[src/css_pkg.sv]
// css_pkg: shared types and constants of the command source selector.
// assumes a 32-bit apb slave port and one system clock.
package css_pkg;

  // register byte offsets
  localparam logic [7:0] REG_RUN_SRC = 8'h00;
  localparam logic [7:0] REG_SPEED_SRC = 8'h04;
  localparam logic [7:0] REG_NET_SRC = 8'h08;
  localparam logic [7:0] REG_PANEL_SRC = 8'h0c;
  localparam logic [7:0] REG_CTRL = 8'h10;
  localparam logic [7:0] REG_STATUS = 8'h14;

  // setting encodings
  localparam logic [1:0] RUN_COMM = 2'h0;
  localparam logic [1:0] RUN_TERM = 2'h1;
  localparam logic [1:0] SPD_COMM = 2'h0;
  localparam logic [1:0] SPD_ANALOG = 2'h1;
  localparam logic [1:0] SPD_COMM_FREQ = 2'h2;
  localparam logic [13:0] NET_OPTION = 14'h0000;
  localparam logic [13:0] NET_RS485 = 14'h0001;
  localparam logic [13:0] NET_AUTO = 14'h270f;
  localparam logic [1:0] PNL_RS485 = 2'h1;
  localparam logic [1:0] PNL_CONN = 2'h2;
  localparam logic [1:0] PNL_USB = 2'h3;

  // reset values of the settings
  localparam logic [1:0] RUN_INIT = RUN_COMM;
  localparam logic [1:0] SPD_INIT = SPD_COMM;
  localparam logic [13:0] NET_INIT = NET_AUTO;
  localparam logic [1:0] PNL_INIT = PNL_CONN;

  // ctrl and status fields
  localparam int CTRL_APPLY_BIT = 0;
  localparam int ST_MODE_LSB = 0;
  localparam int ST_OPT_BIT = 2;
  localparam int ST_NET_OK_BIT = 3;
  localparam int ST_REFUSED_BIT = 4;
  localparam int ST_PEND_BIT = 5;
  localparam int ST_SRC_LSB = 8;

  // command sources
  localparam int NUM_SRC = 4;
  localparam int SRC_RS485 = 0;
  localparam int SRC_OPTION = 1;
  localparam int SRC_PANEL = 2;
  localparam int SRC_USB = 3;

  typedef enum logic [1:0] {
    MODE_EXT = 2'b00,
    MODE_PANEL = 2'b01,
    MODE_NET = 2'b10,
    MODE_VIA = 2'b11
  } css_mode_t;

  typedef enum logic [2:0] {
    KIND_MONITOR = 3'b000,
    KIND_PREAD = 3'b001,
    KIND_PWRITE = 3'b010,
    KIND_RUN = 3'b011,
    KIND_FREQ = 3'b100,
    KIND_RESET = 3'b101
  } css_kind_t;

  typedef struct packed {
    logic [1:0] run;
    logic [1:0] speed;
    logic [13:0] net;
    logic [1:0] panel;
  } css_cfg_t;

  typedef struct packed {
    logic [NUM_SRC-1:0] src;
    logic run_comm;
    logic run_term;
    logic speed_comm;
    logic speed_analog;
    logic net_allowed;
  } css_grant_t;

  typedef struct packed {
    logic valid;
    css_kind_t kind;
  } css_req_t;

  typedef struct packed {
    logic accept;
    logic reject;
  } css_ans_t;

  typedef struct packed {
    css_cfg_t staged;
    css_cfg_t active;
    logic opt;
    logic apply_pend;
    css_mode_t mode;
    css_mode_t target;
    logic refused;
    logic sw_prev;
    css_grant_t grant;
    logic [31:0] rdata;
    logic slverr;
    css_ans_t [NUM_SRC-1:0] ans;
  } css_state_t;

endpackage : css_pkg

[src/css_selector.sv]
// css_selector: command source selector with apb settings registers.
// assumes all inputs synchronous to clock; comm requests are pulses.
//
// The register offsets and the APB interface to the registers were left to the implementer.
`timescale 1ns/10ps
// Functional notes
// - run setting 0 takes start/stop from comms, 1 from terminals.
// - speed setting 0, the reset value, takes frequency from comms.
// - speed 1 ignores comm frequency and uses analog; 2 takes comms.
// - network source 0 is option, 1 is rs485, 9999 picks option if fitted.
// - panel source 1 is rs485, 2 the panel connector, 3 the usb port.
// - auto mode with option fitted refuses rs485 writes, runs, frequency.
// - net and panel both rs485 gives panel priority; net entry refused.
// - changed settings take effect only at power-on or reset.
// - network and panel source settings are writable at all times.
// - option selected but absent refuses entry into network mode.
// - auto mode gives the network to rs485 without option unless the panel source is rs485, else option.
// - rs485 for both network and panel disables network switching.
// - panel key toggles panel and network mode; switch input level selects them; the code acts only when that level changes.
// - panel and network never swap directly; they pass through a step.
module css_selector
  import css_pkg::*;
(
  input wire logic clock,
  input wire logic rst,
  input wire logic ce,
  input wire logic psel,
  input wire logic penable,
  input wire logic pwrite,
  input wire logic [7:0] paddr,
  input wire logic [31:0] pwdata,
  output logic [31:0] prdata,
  output logic pready,
  output logic pslverr,
  input wire logic option_fitted,
  input wire logic mode_toggle_key,
  input wire logic panel_network_switch_in,
  input css_req_t [NUM_SRC-1:0] comm_req,
  output css_ans_t [NUM_SRC-1:0] comm_ans,
  output css_grant_t grant,
  output css_mode_t op_mode,
  output logic net_refused
);

  css_state_t s_r;
  css_state_t s_nxt;
  css_grant_t dec_grant;

  // true when a setting value lies in its range
  function automatic logic setting_ok(input logic [7:0] addr,
                                      input logic [31:0] d);
    logic ok;
    ok = 1'b1;
    unique case (addr)
      REG_RUN_SRC: ok = (d == 32'(RUN_COMM)) || (d == 32'(RUN_TERM));
      REG_SPEED_SRC: ok = (d == 32'(SPD_COMM)) || (d == 32'(SPD_ANALOG)) ||
                          (d == 32'(SPD_COMM_FREQ));
      REG_NET_SRC: ok = (d == 32'(NET_OPTION)) || (d == 32'(NET_RS485)) ||
                        (d == 32'(NET_AUTO));
      REG_PANEL_SRC: ok = (d == 32'(PNL_RS485)) || (d == 32'(PNL_CONN)) ||
                          (d == 32'(PNL_USB));
      default: ok = 1'b1;
    endcase
    return ok;
  endfunction : setting_ok

  // true for a mapped register offset
  function automatic logic addr_mapped(input logic [7:0] addr);
    return (addr == REG_RUN_SRC) || (addr == REG_SPEED_SRC) ||
           (addr == REG_NET_SRC) || (addr == REG_PANEL_SRC) ||
           (addr == REG_CTRL) || (addr == REG_STATUS);
  endfunction : addr_mapped

  css_grant_decode u_dec (
    .cfg(s_r.active),
    .opt(s_r.opt),
    .mode(s_nxt.mode),
    .grant(dec_grant)
  );

  logic setup;
  logic access_wr;
  logic wr_ok;
  logic key_ev;
  logic sw_ev;
  logic want_net;
  logic req_ev;
  logic refuse_ev;
  logic refused_clr;
  logic [31:0] status;

  always_comb begin
    s_nxt = s_r;
    setup = psel && !penable;
    access_wr = psel && penable && pwrite;
    wr_ok = access_wr && addr_mapped(paddr) && setting_ok(paddr, pwdata);
    refused_clr = 1'b0;
    status = '0;
    status[ST_MODE_LSB +: 2] = s_r.mode;
    status[ST_OPT_BIT] = s_r.opt;
    status[ST_NET_OK_BIT] = s_r.grant.net_allowed;
    status[ST_REFUSED_BIT] = s_r.refused;
    status[ST_PEND_BIT] = s_r.apply_pend;
    status[ST_SRC_LSB +: NUM_SRC] = s_r.grant.src;

    // setup phase: prepare read data and error answer
    if (setup) begin
      s_nxt.slverr = !addr_mapped(paddr) ||
                     (pwrite && !setting_ok(paddr, pwdata));
      s_nxt.rdata = '0;
      if (!pwrite) begin
        unique case (paddr)
          REG_RUN_SRC: s_nxt.rdata = 32'(s_r.staged.run);
          REG_SPEED_SRC: s_nxt.rdata = 32'(s_r.staged.speed);
          REG_NET_SRC: s_nxt.rdata = 32'(s_r.staged.net);
          REG_PANEL_SRC: s_nxt.rdata = 32'(s_r.staged.panel);
          REG_STATUS: s_nxt.rdata = status;
          default: s_nxt.rdata = '0;
        endcase
      end
    end

    // settings land in the staged copy whatever the mode
    if (wr_ok) begin
      unique case (paddr)
        REG_RUN_SRC: s_nxt.staged.run = pwdata[1:0];
        REG_SPEED_SRC: s_nxt.staged.speed = pwdata[1:0];
        REG_NET_SRC: s_nxt.staged.net = pwdata[13:0];
        REG_PANEL_SRC: s_nxt.staged.panel = pwdata[1:0];
        REG_CTRL: begin
          if (pwdata[CTRL_APPLY_BIT]) begin
            s_nxt.apply_pend = 1'b1;
          end
        end
        REG_STATUS: refused_clr = pwdata[ST_REFUSED_BIT];
        default: s_nxt.apply_pend = s_r.apply_pend;
      endcase
    end

    // mode requests from key and switch input
    key_ev = mode_toggle_key;
    sw_ev = (panel_network_switch_in != s_r.sw_prev);
    s_nxt.sw_prev = panel_network_switch_in;
    if (sw_ev) begin
      want_net = panel_network_switch_in;
    end else begin
      want_net = (s_r.mode == MODE_PANEL);
    end
    req_ev = (key_ev || sw_ev) && (s_r.mode != MODE_VIA);
    refuse_ev = 1'b0;

    unique case (s_r.mode)
      MODE_VIA: begin
        // one step outside both modes before entering the target
        s_nxt.mode = s_r.target;
      end
      default: begin
        if (req_ev) begin
          if (want_net && !s_r.grant.net_allowed) begin
            refuse_ev = 1'b1;
          end else if (want_net && s_r.mode != MODE_NET) begin
            s_nxt.target = MODE_NET;
            if (s_r.mode == MODE_PANEL) begin
              s_nxt.mode = MODE_VIA;
            end else begin
              s_nxt.mode = MODE_NET;
            end
          end else if (!want_net && s_r.mode != MODE_PANEL) begin
            s_nxt.target = MODE_PANEL;
            if (s_r.mode == MODE_NET) begin
              s_nxt.mode = MODE_VIA;
            end else begin
              s_nxt.mode = MODE_PANEL;
            end
          end
        end
      end
    endcase

    // sticky refusal flag, a new refusal beats the clear
    if (refuse_ev) begin
      s_nxt.refused = 1'b1;
    end else if (refused_clr) begin
      s_nxt.refused = 1'b0;
    end

    // power-on or reset request: latch settings and detect
    if (s_r.apply_pend) begin
      s_nxt.active = s_r.staged;
      s_nxt.opt = option_fitted;
      s_nxt.apply_pend = 1'b0;
      s_nxt.mode = MODE_EXT;
      s_nxt.target = MODE_EXT;
      s_nxt.refused = 1'b0;
    end

    // grants are decoded from the next mode and registered in step with it
    s_nxt.grant = dec_grant;
    if (s_r.apply_pend) begin
      s_nxt.grant.net_allowed = s_r.grant.net_allowed;
    end

    // answers to comm requests, one cycle later as pulses
    for (int i = 0; i < NUM_SRC; i++) begin
      s_nxt.ans[i] = '0;
      if (comm_req[i].valid) begin
        unique case (comm_req[i].kind)
          KIND_PWRITE: s_nxt.ans[i].accept = s_r.grant.src[i];
          KIND_RUN: s_nxt.ans[i].accept = s_r.grant.src[i] &&
                                          s_r.grant.run_comm;
          KIND_FREQ: s_nxt.ans[i].accept = s_r.grant.src[i] &&
                                           s_r.grant.speed_comm;
          default: s_nxt.ans[i].accept = 1'b1;
        endcase
        s_nxt.ans[i].reject = !s_nxt.ans[i].accept;
      end
    end
  end

  always_ff @(posedge clock or posedge rst) begin
    if (rst) begin
      s_r.staged <= '{run: RUN_INIT, speed: SPD_INIT, net: NET_INIT,
                      panel: PNL_INIT};
      s_r.active <= '{run: RUN_INIT, speed: SPD_INIT, net: NET_INIT,
                      panel: PNL_INIT};
      s_r.opt <= 1'b0;
      s_r.apply_pend <= 1'b1;
      s_r.mode <= MODE_EXT;
      s_r.target <= MODE_EXT;
      s_r.refused <= 1'b0;
      s_r.sw_prev <= 1'b0;
      s_r.grant <= '0;
      s_r.rdata <= '0;
      s_r.slverr <= 1'b0;
      s_r.ans <= '0;
    end else if (ce) begin
      s_r <= s_nxt;
    end
  end

  assign prdata = s_r.rdata;
  assign pslverr = s_r.slverr;
  assign pready = ce;
  assign comm_ans = s_r.ans;
  assign grant = s_r.grant;
  assign op_mode = s_r.mode;
  assign net_refused = s_r.refused;

endmodule : css_selector

[src/css_grant_decode.sv]
// css_grant_decode: combinational grant decode from latched settings.
// assumes settings and option detect are already latched by the caller.
`timescale 1ns/10ps
module css_grant_decode
  import css_pkg::*;
(
  input css_cfg_t cfg,
  input wire logic opt,
  input css_mode_t mode,
  output css_grant_t grant
);

  logic net_opt;
  logic net_rs;

  always_comb begin
    // network owner
    net_opt = (cfg.net == NET_OPTION) ||
              ((cfg.net == NET_AUTO) && (opt || cfg.panel == PNL_RS485));
    net_rs = !net_opt && (cfg.panel != PNL_RS485);
    grant = '0;
    // option missing or rs485 held by panel: no network mode
    grant.net_allowed = net_opt ? opt : net_rs;
    unique case (mode)
      MODE_PANEL: begin
        unique case (cfg.panel)
          PNL_RS485: grant.src[SRC_RS485] = 1'b1;
          PNL_USB: grant.src[SRC_USB] = 1'b1;
          default: grant.src[SRC_PANEL] = 1'b1;
        endcase
        grant.run_comm = 1'b1;
        grant.speed_comm = 1'b1;
      end
      MODE_NET: begin
        // auto recognition with option fitted keeps rs485 out
        grant.src[SRC_OPTION] = net_opt;
        grant.src[SRC_RS485] = net_rs;
        grant.run_comm = (cfg.run == RUN_COMM);
        grant.run_term = (cfg.run == RUN_TERM);
        grant.speed_comm = (cfg.speed != SPD_ANALOG);
        grant.speed_analog = (cfg.speed == SPD_ANALOG);
      end
      default: begin
        grant.run_term = 1'b1;
        grant.speed_analog = 1'b1;
      end
    endcase
  end

endmodule : css_grant_decode

[config.mk]
export PLATFORM = sky130hd
export DESIGN_NAME = css_selector
export DESIGN_NICKNAME = d
export VERILOG_FILES = /design/src/css_pkg.sv /design/src/css_selector.sv /design/src/css_grant_decode.sv
export SDC_FILE = /design/constraint.sdc
export NUM_CORES = 1
export LEC_CHECK = 0
export BUFFER_PORTS_ARGS = -buffer_cell sky130_fd_sc_hd__buf_2
export CORE_UTILIZATION = 55
export DETAILED_ROUTE_END_ITERATION = 10
export MAX_ROUTING_LAYER = met4
export PLACE_DENSITY = 0.82
export SKIP_LAST_GASP = 1
export SLEW_MARGIN = 20
export SYNTH_ARGS = -nofsm -noshare
export SYNTH_HDL_FRONTEND = slang
export SYNTH_HIERARCHICAL = 1
export SYNTH_SLANG_ARGS = --single-unit
[constraint.sdc]
create_clock -name clock -period 7.99 [get_ports clock]
set_input_delay 2.397 -clock clock [delete_from_list [all_inputs] [get_ports clock]]
set_output_delay 2.397 -clock clock [all_outputs]
set_load 0.02 [all_outputs]
==> flow_summary.toml <==
[outcome]
status = "finished, violations left"
violations = "DRC"

[cts]
clock_sinks = 80
clk_latency_ps = 350
cts_made_buffers = 9
clock-root-buffer = "clkbuf_8"
clockBufferDepth = 2
cts_setup_buffers = 0
clkTransAtPathRegs_ps = 80
htreeDepth = 3
cts_hold_buffers = 0
tritoncts = "built"
post_cts_resized = 0

[yosys]
synth_top_area_cell = "dfrtp_1"
syn_avg_cell_area_um2 = 11.1
synthesis.instances = 396
synth_edf_count = 0
synth.yosys.warnings = 6
async_flop_share_pct = 100
synthTopCellsByArea = "dfrtp_1 35%, dfstp_2 11%, mux2_2 10%"
synth_top_cell_area_share_pct = 34.8
ys_types = 59
ys_seq_area_share_pct = 46.2
yosys_register_bits = 80
synth_area_mm2 = 0.00438
synth_ff_type = "dfrtp_1"

[power_and_ir_drop]
leakagePower_uw = 0.00233
power_uw = 901
vdd.ir_drop.worst_v = 0.0000787
p_per_area_mw_per_mm2 = 187

[timing]
max_freq_ghz = 0.182
fin_worst_skew_ps = 13.1
tightest_slew_ps = 959
tns_ps = 0
setup_viol = 0
fin_crit_sh_pct = 68.9
hold_violations = 0
slew_headroom_pct = 35.9
rsz0062_at_grt = "no"
post-route-min-period_ps = 5500
drv_slew = 0

[worst_setup_path]
path_delay_family = "buffers and inverters"
cp_slowest_cell = "buf_2"
crit_buf_inv = 2
cpPeakStageDelay_ps = 440
regToRegEndpoint = "grant[4]"
cp_max_fo = 29
reg2reg_depth = 9
crit_start = "ce"
start_kind = "primary input"
crit_top_cell = "buf_2"
rrSetupSlack_ps = 5550
crit_chain = "buf_2 > buf_2"
reg2reg_from = "op_mode[0]"
required_ps = 5590
path_class = "primary input to output port"
cp_data_arrival_time_ps = 3110
end_kind = "output port"

[die]
floorplan.initialDensity_pct = 56.7
rows = 32
die_w_um = 91.2
dieArea_mm2 = 0.00833
die_h_um = 91.2
core_area_mm2 = 0.00773
io-pin-count = 119

[cells_and_area]
register_area_mm2 = 0.00203
fillers = 612
diodes = 0
final_common_cell = "buf_2"
final_cell_mix = "100 x buf_2, 61 x dfrtp_1, 39 x mux2_2"
layout-drive-gt1-share_pct = 41.8
multi_input_area_mm2 = 0.00190
area_delta_synth_final_pct = 10.2
utilization_pct = 62.5
nets = 526

[routing]
avgViaCountPerCell = 5.64
firstDrtPassIters = 7
drc = 2
dr_total_vias = 3191
drt_wl_total_mm = 8.91
detail-route-antenna-nets = 0
routedWlPerCell_um = 15.7
drt-initial-drc-count = 134

[global_route]
grt_max_degree = 81
track_usage_pct = 23.2
grt-ovfl-total = 0
grt_first_pass_wirelength_mm = 14.6
antenna_found_initial = 0
grt_pass1_vias = 3065

[placement]
numPortBuffers = 100
place_congestion = 0.828
place_hpwl_mm = 6.64

[min_path]
hp-class = "register to register"
min_from = "prdata[7]"
min_path_cells = 2
whs_endpoint = "prdata[7]"

[flow_run]
drv_cap = 0
## cells by family (layout without fill, tap and decap cells)
logic type | after synthesis | in the layout | synth area share, %
muxes | 47 | 47 | 12.4
adders and majority gates | 2 | 2 | 0.571
buffers and inverters | 80 | 131 | 11.8
other | 1 | 18 | 0.0856
AOI/OAI and AO/OA | 75 | 75 | 12.8
DFF | 80 | 80 | 46.2
and+or+nand+nor | 111 | 111 | 16.1
## cells in the mapped netlist, types with 3 or more instances
library cell	number
dfrtp_1	61
buf_4	53
mux2_2	39
nand2_1	24
dfstp_2	19
a22o_1	18
o21ai_0	16
inv_1	14
a21oi_1	11
nand2b_1	10
and2_1	9
nand3_1	9
nor2_1	9
nor4_1	8
nand3b_1	7
clkbuf_1	6
o2bb2ai_1	6
and4_1	5
a22oi_1	4
and3_1	4
mux2_4	4
nor2b_1	4
buf_2	3
mux2_1	3
o211ai_1	3
or2_2	3
## flip-flops by register name, summed over array words and instances (netlist names)
signal / flops
comm_ans: 8
pslverr: 1
grant: 9
s_r: 45
op_mode: 2
net_refused: 1
prdata: 14
## worst max path at each step
stage,cells after the start,end,slack [ps]
2_1_floorplan,1,pready,3060
3_3_place_gp,2,pready,2490
3_5_place_dp,2,pready,2470
4_1_cts,2,pready,2480
5_1_grt,2,pready,2430
6_report,2,pready,2490
## metrics by stage
stage | worst slack (ps) | cell area, µm² | hold WS (ps) | cells
3_5_place_dp | 2470 | 4610 | 472 | 550
3_3_place_gp | 2490 | 4610 | 464 | 550
6_report | 2490 | 4830 | 488 | 566
4_1_cts | 2480 | 4830 | 494 | 566
5_1_grt | 2430 | 4830 | 502 | 566
2_1_floorplan | 3060 | 4440 | 451 | 413
## power by group
| group | internal (µW) | switching, µW |
|---|---|---|
| clock network | 175 | 142 |
| registers | 422 | 18.4 |
| logic | 57.7 | 85.6 |
| total | 655 | 246 |
## per-layer routing
metal	global-route usage [%]	share of wire, %	routed length [µm]
met5	-	0	0
met4	10.8	1.8	161
met3	3.10	5.6	503
met2	38.0	49	4360
met1	28.7	44	3880
## area by class of cell
| class | count | share of cell area (%) |
|---|---|---|
| Sequential cell | 80 | 42.0 |
| Multi-Input combinational cell | 253 | 39.4 |
| Clock inverter | 6 | 1.76 |
| Clock buffer | 10 | 2.64 |
| Timing Repair Buffer | 101 | 10.5 |
| Tap cell | 102 | 2.64 |
| Inverter | 14 | 1.09 |
Power figures use the tool's default switching activity.
